$ cat config.mk
export PLATFORM = sky130hd
export DESIGN_NAME = spd_page_decoder
export DESIGN_NICKNAME = d
export VERILOG_FILES = /design/src/rtl/spd_pkg.sv /design/src/rtl/spd_sfr_decode.sv /design/src/rtl/spd_page_decoder.sv
export SDC_FILE = /design/constraint.sdc
export NUM_CORES = 1
export LEC_CHECK = 0
export ABC_AREA = 1
export BUFFER_PORTS_ARGS = -buffer_cell sky130_fd_sc_hd__buf_2
export CAP_MARGIN = 15
export CELL_PAD_IN_SITES_DETAIL_PLACEMENT = 1
export CELL_PAD_IN_SITES_GLOBAL_PLACEMENT = 1
export CORE_MARGIN = 4
export CORE_UTILIZATION = 39
export DETAILED_ROUTE_END_ITERATION = 7
export MAX_ROUTING_LAYER = met4
export PLACE_DENSITY = 0.86
export SLEW_MARGIN = 10
export SYNTH_ARGS = -nofsm -noshare
export SYNTH_HDL_FRONTEND = slang
export SYNTH_SLANG_ARGS = --single-unit
$ cat constraint.sdc
create_clock -name clock -period 2.44 [get_ports clock]
set_input_delay 0.122 -clock clock [delete_from_list [all_inputs] [get_ports clock]]
set_output_delay 0.122 -clock clock [all_outputs]
set_load 0.01 [all_outputs]
$ cat src/rtl/spd_pkg.sv
// Constants, target codes and address helpers for the register page decoder
package spd_pkg;

   // ==========================================================
   // Address space and widths
   // ==========================================================
   localparam int SPD_DW = 8;                         // Data byte width
   localparam int SPD_AW = 8;                         // Direct address width
   localparam logic [7:0] SPD_SPACE_LO = 8'h80;       // First register address
   localparam logic [7:0] SPD_SPACE_HI = 8'hff;       // Last register address
   localparam logic [3:0] SPD_BIT_COL_A = 4'h0;       // Bit-access column, low
   localparam logic [3:0] SPD_BIT_COL_B = 4'h8;       // Bit-access column, high

   // ==========================================================
   // Page values and page-select register
   // ==========================================================
   localparam logic [7:0] SPD_PAGE_0 = 8'h00;         // Page 0
   localparam logic [7:0] SPD_PAGE_F = 8'h0f;         // Page F
   localparam logic [7:0] SPD_PAGE_SEL_ADDR = 8'ha7;  // Page-select register
   localparam logic [7:0] SPD_PAGE_SEL_RST = 8'h00;   // Page-select reset value

   // ==========================================================
   // Addresses decoded by name
   // ==========================================================
   localparam logic [7:0] SPD_GT_HIGH_ADDR = 8'hc4;   // Compare high / family id
   localparam logic [7:0] SPD_HW_ID_ADDR = 8'hc4;     // Family id on page F
   localparam logic [7:0] SPD_IRQ_EN1_ADDR = 8'he6;   // Extended irq enable one
   localparam logic [7:0] SPD_CAP_CTRL_ADDR = 8'h9a;  // Cap-sense control, page 0
   localparam logic [7:0] SPD_P4_MODE_ADDR = 8'h9a;   // Port 4 output mode, page F

   // ==========================================================
   // Decoded targets, one-hot
   // ==========================================================
   typedef enum logic [8:0] {
      spd_tgt_none      = 9'h001,  // Reserved location
      spd_tgt_page_sel  = 9'h002,  // Page-select register itself
      spd_tgt_all_page  = 9'h004,  // Other register present on all pages
      spd_tgt_paged     = 9'h008,  // Other register of page 0 or F
      spd_tgt_gt_high   = 9'h010,  // Converter greater compare high
      spd_tgt_hw_id     = 9'h020,  // Hardware family id
      spd_tgt_irq_en1   = 9'h040,  // Extended irq enable one
      spd_tgt_cap_ctrl  = 9'h080,  // Cap-sense control
      spd_tgt_p4_mode   = 9'h100   // Port 4 output mode
   } spd_target_t;

   // True for addresses that resolve the same on every page
   function automatic logic spd_is_all_page(input logic [7:0] a);
      unique case (a)
         8'h80, 8'h82, 8'h83, 8'h8e, 8'h90, 8'ha0, 8'ha7, 8'ha8,
         8'hac, 8'hb0, 8'hb2, 8'hb3, 8'hb6, 8'hb7, 8'hb8, 8'hd1,
         8'hd8, 8'he0, 8'he6, 8'he7, 8'he8, 8'hf0: spd_is_all_page = 1'b1;
         default: spd_is_all_page = 1'b0;
      endcase
   endfunction

   // True for addresses that allow single-bit access
   function automatic logic spd_is_bit_addr(input logic [7:0] a);
      spd_is_bit_addr = (a[3:0] == SPD_BIT_COL_A) || (a[3:0] == SPD_BIT_COL_B);
   endfunction

endpackage

$ cat src/rtl/spd_sfr_decode.sv
// Combinational page-dependent address decode for the register space
module spd_sfr_decode
   import spd_pkg::*;
(
   input wire logic [7:0] addr,
   input wire logic [7:0] page,
   output spd_target_t target,
   output logic all_page
);

   // ==========================================================
   // Address to target
   // ==========================================================
   // Page select first, then all-page registers, then page-resolved ones
   always_comb begin
      all_page = spd_is_all_page(addr);
      if (addr == SPD_PAGE_SEL_ADDR) begin
         target = spd_tgt_page_sel;
      end else if (addr == SPD_IRQ_EN1_ADDR) begin
         target = spd_tgt_irq_en1;
      end else if (all_page) begin
         target = spd_tgt_all_page;
      end else if (page == SPD_PAGE_0) begin
         // Page 0 resolution of shared addresses
         if (addr == SPD_GT_HIGH_ADDR) begin
            target = spd_tgt_gt_high;
         end else if (addr == SPD_CAP_CTRL_ADDR) begin
            target = spd_tgt_cap_ctrl;
         end else begin
            target = spd_tgt_paged;
         end
      end else if (page == SPD_PAGE_F) begin
         // Page F resolution of shared addresses
         if (addr == SPD_HW_ID_ADDR) begin
            target = spd_tgt_hw_id;
         end else if (addr == SPD_P4_MODE_ADDR) begin
            target = spd_tgt_p4_mode;
         end else begin
            target = spd_tgt_paged;
         end
      end else begin
         // Unknown page: only all-page registers answer
         target = spd_tgt_none;
      end
   end

endmodule

$ cat src/rtl/spd_page_decoder.sv
// Register page select and address decode between core and peripherals
//
// Overview of operation
// - Writing page select sets page for later accesses
// - Reading page select returns page in use
// - Page select decoded at 0xA7 on every page
// - 0xC4: compare high on 0, id on F
// - All-page registers like 0xE6 decode page-independent
// - 0x9A: port 4 mode on F, cap-sense on 0
// - Only direct accesses 0x80 to 0xFF decoded
// - Bit access only at addresses ending 0/8
module spd_page_decoder
   import spd_pkg::*;
(
   input wire logic clock,
   input wire logic rst_n,
   input wire logic core_rd,
   input wire logic core_wr,
   input wire logic core_direct,
   input wire logic core_bit,
   input wire logic [2:0] core_bit_idx,
   input wire logic [7:0] core_addr,
   input wire logic [7:0] core_wdata,
   input wire logic [7:0] per_rdata,
   output logic [7:0] core_rdata_q,
   output logic core_rvalid_q,
   output logic [7:0] sfr_page_q,
   output logic per_sel_q,
   output logic per_rd_q,
   output logic per_wr_q,
   output logic [7:0] per_addr_q,
   output logic [7:0] per_wdata_q,
   output logic per_bit_q,
   output logic [2:0] per_bit_idx_q,
   output logic per_all_page_q,
   output spd_target_t per_target_q,
   output logic reserved_q,
   output logic bit_refused_q
);

   // ==========================================================
   // Access qualification
   // ==========================================================
   logic acc;             // Direct access that falls in the register space
   logic is_wr;           // Write wins if both strobes are seen
   logic is_rd;           // Read without a write
   logic bit_bad;         // Bit access to a byte-only address
   logic fwd;             // Access that goes to a peripheral
   logic rd_page_hold;    // Pending read answers with the page value
   logic rd_per_hold;     // Pending read answers with peripheral data
   logic [7:0] page_hold_q; // Page value captured for a pending read
   logic rd_pend_q;       // Read waiting for its answer
   logic rd_src_page_q;   // Pending read is of the page register
   logic rd_src_per_q;    // Pending read is of a peripheral
   spd_target_t dec_target; // Decoded target for this cycle
   logic dec_all_page;    // Decoded address is an all-page register

   // Only direct accesses with the top address bit set enter the space
   assign acc = (core_rd | core_wr) & core_direct & core_addr[7];
   assign is_wr = core_wr;
   assign is_rd = core_rd & ~core_wr;
   // Byte-only locations refuse single-bit access
   assign bit_bad = core_bit & ~spd_is_bit_addr(core_addr);
   // Peripherals see every decoded target except page select and reserved
   assign fwd = acc & ~bit_bad & (dec_target != spd_tgt_none) & (dec_target != spd_tgt_page_sel);
   assign rd_page_hold = acc & is_rd & ~bit_bad & (dec_target == spd_tgt_page_sel);
   assign rd_per_hold = fwd & is_rd;

   // Page-dependent decode of the current address
   spd_sfr_decode u_decode (
      .addr(core_addr),
      .page(sfr_page_q),
      .target(dec_target),
      .all_page(dec_all_page)
   );

   // ==========================================================
   // Page-select register
   // ==========================================================
   // Loaded by a byte write at its address, whatever page is selected
   always_ff @(posedge clock or negedge rst_n) begin
      if (!rst_n) begin
         sfr_page_q <= SPD_PAGE_SEL_RST;
      end else if (acc && is_wr && !bit_bad && dec_target == spd_tgt_page_sel) begin
         sfr_page_q <= core_wdata;
      end
   end

   // ==========================================================
   // Peripheral request stage
   // ==========================================================
   // One-cycle strobes with the decoded target and the write payload
   always_ff @(posedge clock or negedge rst_n) begin
      if (!rst_n) begin
         per_sel_q <= 1'b0;
         per_rd_q <= 1'b0;
         per_wr_q <= 1'b0;
         per_addr_q <= 8'h00;
         per_wdata_q <= 8'h00;
         per_bit_q <= 1'b0;
         per_bit_idx_q <= 3'h0;
         per_all_page_q <= 1'b0;
         per_target_q <= spd_tgt_none;
      end else begin
         per_sel_q <= fwd;
         per_rd_q <= fwd & is_rd;
         per_wr_q <= fwd & is_wr;
         if (acc) begin
            // Decode details follow every space access for visibility
            per_addr_q <= core_addr;
            per_wdata_q <= core_wdata;
            per_bit_q <= core_bit;
            per_bit_idx_q <= core_bit_idx;
            per_all_page_q <= dec_all_page;
            per_target_q <= dec_target;
         end
      end
   end

   // ==========================================================
   // Error indications
   // ==========================================================
   // Reserved location hit, or bit access refused; both one-cycle pulses
   always_ff @(posedge clock or negedge rst_n) begin
      if (!rst_n) begin
         reserved_q <= 1'b0;
         bit_refused_q <= 1'b0;
      end else begin
         reserved_q <= acc & ~bit_bad & (dec_target == spd_tgt_none);
         bit_refused_q <= acc & bit_bad;
      end
   end

   // ==========================================================
   // Read answer, two cycles after the request
   // ==========================================================
   // First stage notes the source and captures the page value
   always_ff @(posedge clock or negedge rst_n) begin
      if (!rst_n) begin
         rd_pend_q <= 1'b0;
         rd_src_page_q <= 1'b0;
         rd_src_per_q <= 1'b0;
         page_hold_q <= 8'h00;
      end else begin
         rd_pend_q <= acc & is_rd;
         rd_src_page_q <= rd_page_hold;
         rd_src_per_q <= rd_per_hold;
         page_hold_q <= sfr_page_q;
      end
   end

   // Second stage drives the byte; reserved or refused reads give zero
   always_ff @(posedge clock or negedge rst_n) begin
      if (!rst_n) begin
         core_rvalid_q <= 1'b0;
         core_rdata_q <= 8'h00;
      end else begin
         core_rvalid_q <= rd_pend_q;
         if (rd_src_page_q) begin
            core_rdata_q <= page_hold_q;
         end else if (rd_src_per_q) begin
            core_rdata_q <= per_rdata;
         end else begin
            core_rdata_q <= 8'h00;
         end
      end
   end
endmodule

==> metrics.txt <==
# TYPE chip_impl_metric gauge
chip_impl_metric{name="post_synth.cell_area_avg",unit="um^2"} 8.758
chip_impl_metric{name="antenna-diode-count",unit=""} 0
chip_impl_info{name="reg2reg_from",value="sfr_page_q[5]$_DFFE_PN0P_"} 1
chip_impl_info{name="holdCritPathClass",value="in2reg"} 1
chip_impl_metric{name="synthesis.instances",unit=""} 297
chip_impl_metric{name="final-hold-violation-count",unit=""} 0
chip_impl_metric{name="power.leakage",unit="uW"} 0.002005
chip_impl_metric{name="grtUsageMet2",unit="%"} 37.43
chip_impl_metric{name="stdcell_count",unit=""} 478
chip_impl_info{name="timing.critical_path.max_delay_family",value="simple AND/OR/NAND/NOR gates"} 1
chip_impl_metric{name="synth.cell_area",unit="um^2"} 2601
chip_impl_info{name="rsz0062_at_grt",value="no"} 1
chip_impl_metric{name="first_pass_grt_wire_length",unit="um"} 12540
chip_impl_metric{name="use_met3",unit="%"} 6.387
chip_impl_metric{name="postSynthNetCount",unit=""} 330
chip_impl_metric{name="timing.max_slew.rel_slack",unit="%"} 51.87
chip_impl_metric{name="timing.final.setup_violations",unit=""} 0
chip_impl_info{name="crit_path_start_kind",value="flip-flop"} 1
chip_impl_metric{name="timing.final.crit_share",unit="%"} 58.74
chip_impl_info{name="tritoncts",value="done"} 1
chip_impl_metric{name="dr_total_vias",unit=""} 2335
chip_impl_metric{name="worst_clock_skew",unit="ps"} 9.363
chip_impl_metric{name="clock_insertion_delay_worst_skew",unit="ps"} 350
chip_impl_info{name="path_common_cell",value="sky130_fd_sc_hd__nor2_1"} 1
chip_impl_metric{name="detailed_placer_s_ending_hpwl",unit="um"} 5410
chip_impl_metric{name="min_period",unit="ps"} 1433
chip_impl_metric{name="layout.core_utilization",unit="%"} 53.11
chip_impl_metric{name="gpl.final_weighted_congestion",unit=""} 0.8097
chip_impl_metric{name="crit_buf_inv",unit=""} 0
chip_impl_info{name="worstSetupEndpointType",value="flip-flop"} 1
chip_impl_metric{name="nets",unit=""} 430
chip_impl_metric{name="drv_cap",unit=""} 0
chip_impl_metric{name="grt_max_degree",unit=""} 47
chip_impl_metric{name="met1_usage",unit="%"} 24.13
chip_impl_metric{name="cts-resized-gates",unit=""} 0
chip_impl_metric{name="postSynthRegisterBits",unit=""} 62
chip_impl_metric{name="wire_per_inst",unit="um"} 15.75
chip_impl_metric{name="die_width",unit="um"} 89.67
chip_impl_metric{name="placed_cells_incl_taps",unit=""} 452
chip_impl_metric{name="design.die.area",unit="um^2"} 8041
chip_impl_metric{name="min_path_cells",unit=""} 3
chip_impl_metric{name="vias_per_cell",unit=""} 4.885
chip_impl_metric{name="globalRouteTotalUtil",unit="%"} 21.66
chip_impl_metric{name="synth_seq_area_share",unit="%"} 59.69
chip_impl_info{name="final_cell_mix",value="sky130_fd_sc_hd__nand2_1 (111), sky130_fd_sc_hd__buf_2 (84), sky130_fd_sc_hd__dfrtp_1 (61)"} 1
chip_impl_metric{name="worst-path-stages",unit=""} 7
chip_impl_metric{name="grt_overflow",unit=""} 0
chip_impl_metric{name="htree_num_levels",unit=""} 3
chip_impl_metric{name="clock.fmax",unit="GHz"} 0.6977
chip_impl_metric{name="fill_cells",unit=""} 784
chip_impl_metric{name="power-per-cell-area",unit="nW/um^2"} 692.2
chip_impl_metric{name="rows",unit=""} 29
chip_impl_metric{name="crit_path_max_incr_delay",unit="ps"} 400
chip_impl_info{name="globalRoute.busiestLayer",value="met2"} 1
chip_impl_metric{name="drt_drc_violations_left",unit=""} 0
chip_impl_metric{name="cp_data_required_time",unit="ps"} 2720
chip_impl_info{name="crit-reg2reg-capture",value="rd_src_per_q$_DFF_PN0_"} 1
chip_impl_metric{name="max_slew.worst_pin.slew",unit="ps"} 722.0
chip_impl_metric{name="clk_transition_reported_paths",unit="ps"} 70
chip_impl_metric{name="multiInputGateArea",unit="um^2"} 903.4
chip_impl_info{name="final_common_cell",value="sky130_fd_sc_hd__nand2_1"} 1
chip_impl_metric{name="synth_cell_type_count",unit=""} 22
chip_impl_info{name="worst_setup_path_endpoint",value="rd_src_per_q$_DFF_PN0_"} 1
chip_impl_metric{name="regArea",unit="um^2"} 1553
chip_impl_metric{name="inserted_clock_buffers",unit=""} 9
chip_impl_metric{name="worstRegToRegCells",unit=""} 7
chip_impl_metric{name="max-clock-path-buffers",unit=""} 2
chip_impl_metric{name="synth-warning-count",unit=""} 0
chip_impl_metric{name="portBuffers",unit=""} 84
chip_impl_info{name="cp_cell_sequence",value="nor2_1, nand2_1, nor2_1, nor2_1, nand3_1, nand2_1, nor2_1"} 1
chip_impl_metric{name="number_of_antenna_violating_nets_in_the_routed_design",unit=""} 0
chip_impl_info{name="result_of_the_run",value="completed"} 1
chip_impl_info{name="worstSetupStartpoint",value="sfr_page_q[5]$_DFFE_PN0P_"} 1
chip_impl_metric{name="fp.coreArea",unit="um^2"} 6422
chip_impl_metric{name="die-height",unit="um"} 89.67
chip_impl_metric{name="power.ir.vdd_worst",unit="V"} 0.0002894
chip_impl_metric{name="r2r_slack",unit="ps"} 1010
chip_impl_metric{name="timing_max_transition_violations_final",unit=""} 0
chip_impl_metric{name="critical_path_peak_fanout",unit=""} 4
chip_impl_metric{name="antenna_violations_before_repair",unit=""} 0
chip_impl_info{name="ctsRootBufferMaster",value="sky130_fd_sc_hd__clkbuf_8"} 1
chip_impl_info{name="setup.worst_path.class",value="reg2reg"} 1
chip_impl_metric{name="io_pins",unit=""} 85
chip_impl_metric{name="detail_route.iter0.violations",unit=""} 103
chip_impl_metric{name="drive_gt1_share",unit="%"} 30.67
chip_impl_info{name="worst_path_max_delay_cell",value="sky130_fd_sc_hd__dfrtp_1"} 1
chip_impl_info{name="timing.hold.worst.start",value="per_rdata[1]"} 1
chip_impl_metric{name="effective_utilization_at_floorplan",unit="%"} 40.50
chip_impl_metric{name="critical_path_arrival",unit="ps"} 1710
chip_impl_metric{name="layout-area-overhead-vs-synth",unit="%"} 31.12
chip_impl_metric{name="cts_num_sinks",unit=""} 62
chip_impl_metric{name="drt_pre_antenna_iters",unit=""} 4
chip_impl_metric{name="finalSetupTns",unit="ps"} 0
chip_impl_metric{name="first_global_vias",unit=""} 2616
chip_impl_metric{name="drt_wl_total",unit="um"} 7527
==> flip-flops by register name (all words and copies together) (netlist names) <==
register / count
per_target_q: 9
core_rdata_q: 8
page_hold_q: 8
per_addr_q: 8
per_wdata_q: 8
sfr_page_q: 8
per_bit_idx_q: 3
bit_refused_q: 1
core_rvalid_q: 1
per_all_page_q: 1
per_bit_q: 1
per_sel_q: 1
per_wr_q: 1
rd_pend_q: 1
rd_src_page_q: 1
rd_src_per_q: 1
reserved_q: 1
==> cell families after synthesis <==
logic type	Yosys count	share of synthesized area (%)
AOI/OAI and AO/OA	26	6.590
buffers and inverters	36	5.580
DFF	62	59.69
and+or+nand+nor	173	28.14
==> stage by stage <==
step / setup slack (ps) / hold slack, ps / power [uW] / cell area (um^2)
after floorplan: 1287 / -173.6 / 1265 / 2601
after global placement: 926.0 / 211.2 / 1403 / 3093
after detailed placement: 791.6 / 220.3 / 1420 / 3093
after CTS: 1000 / 17.87 / 2384 / 3411
after global routing: 867.8 / 36.45 / 2475 / 3411
final: 1007 / 28.96 / 2361 / 3411
==> worst min-delay path by stage <==
stage | end | slack, ps
3_3_place_gp | core_rdata_q[7]$_DFF_PN0_ | 210
5_1_grt | core_rdata_q[3]$_DFF_PN0_ | 40
6_report | core_rdata_q[1]$_DFF_PN0_ | 30
2_1_floorplan | bit_refused_q$_DFF_PN0_ | -170
3_5_place_dp | core_rdata_q[6]$_DFF_PN0_ | 220
4_1_cts | core_rdata_q[1]$_DFF_PN0_ | 20
==> power by group <==
part,switching [uW],internal (uW)
Clock,400,548
Combinational,179,109
Sequential,35.5,1090
Total,614,1750
==> metal layers <==
metal | wire (um) | share of wire, % | vias up
met3 | 390 | 5.2 | 12
met1 | 3140 | 42 | 1137
met2 | 3882 | 52 | 65
li1 | - | - | 1121
met4 | 112 | 1.5 | 0
met5 | 0 | 0 | -
==> cells in the mapped netlist <==
cell | count | area, um^2
sky130_fd_sc_hd__a21oi_4 | 1 | 16.27
sky130_fd_sc_hd__buf_2 | 2 | 10.01
sky130_fd_sc_hd__buf_6 | 1 | 11.26
sky130_fd_sc_hd__clkbuf_1 | 5 | 18.77
sky130_fd_sc_hd__dfrtp_1 | 61 | 1526
sky130_fd_sc_hd__dfstp_2 | 1 | 26.28
sky130_fd_sc_hd__inv_1 | 25 | 93.84
sky130_fd_sc_hd__inv_2 | 3 | 11.26
sky130_fd_sc_hd__nand2_1 | 111 | 416.7
sky130_fd_sc_hd__nand2_2 | 2 | 12.51
sky130_fd_sc_hd__nand3_1 | 16 | 80.08
sky130_fd_sc_hd__nand3_2 | 1 | 10.01
sky130_fd_sc_hd__nand3b_1 | 1 | 7.510
sky130_fd_sc_hd__nand4_1 | 6 | 37.54
sky130_fd_sc_hd__nand4_4 | 1 | 21.27
sky130_fd_sc_hd__nor2_1 | 28 | 105.1
sky130_fd_sc_hd__nor2_2 | 4 | 25.02
sky130_fd_sc_hd__nor3_1 | 2 | 10.01
sky130_fd_sc_hd__o21ai_0 | 13 | 65.06
sky130_fd_sc_hd__o21ai_1 | 4 | 20.02
sky130_fd_sc_hd__o21ai_2 | 8 | 70.07
sky130_fd_sc_hd__or2_2 | 1 | 6.260
==> final cells by class <==
type / instances / share of cell area, %
Multi-Input combinational cell: 199 / 26.49
Clock inverter: 3 / 1.247
Inverter: 28 / 3.081
Tap cell: 77 / 2.825
Sequential cell: 62 / 45.52
Timing Repair Buffer: 97 / 15.99
Clock buffer: 12 / 4.842
==> worst register-to-register path, stage by stage, from the launching register on <==
cell and delay (ps):
sky130_fd_sc_hd__dfrtp_1 400, sky130_fd_sc_hd__nor2_1 140, sky130_fd_sc_hd__nand2_1 90, sky130_fd_sc_hd__nor2_1 240
sky130_fd_sc_hd__nor2_1 120, sky130_fd_sc_hd__nand3_1 150, sky130_fd_sc_hd__nand2_1 120, sky130_fd_sc_hd__nor2_1 100
==> timing repair <==
item | in CTS | in global routing
setup buffers | 0 | 0
hold buffers | 11 | 0
hold endpoints to repair | 41 | 0
setup endpoints to repair | 0 | 0
Note: power is estimated with default switching activity, not from simulation.
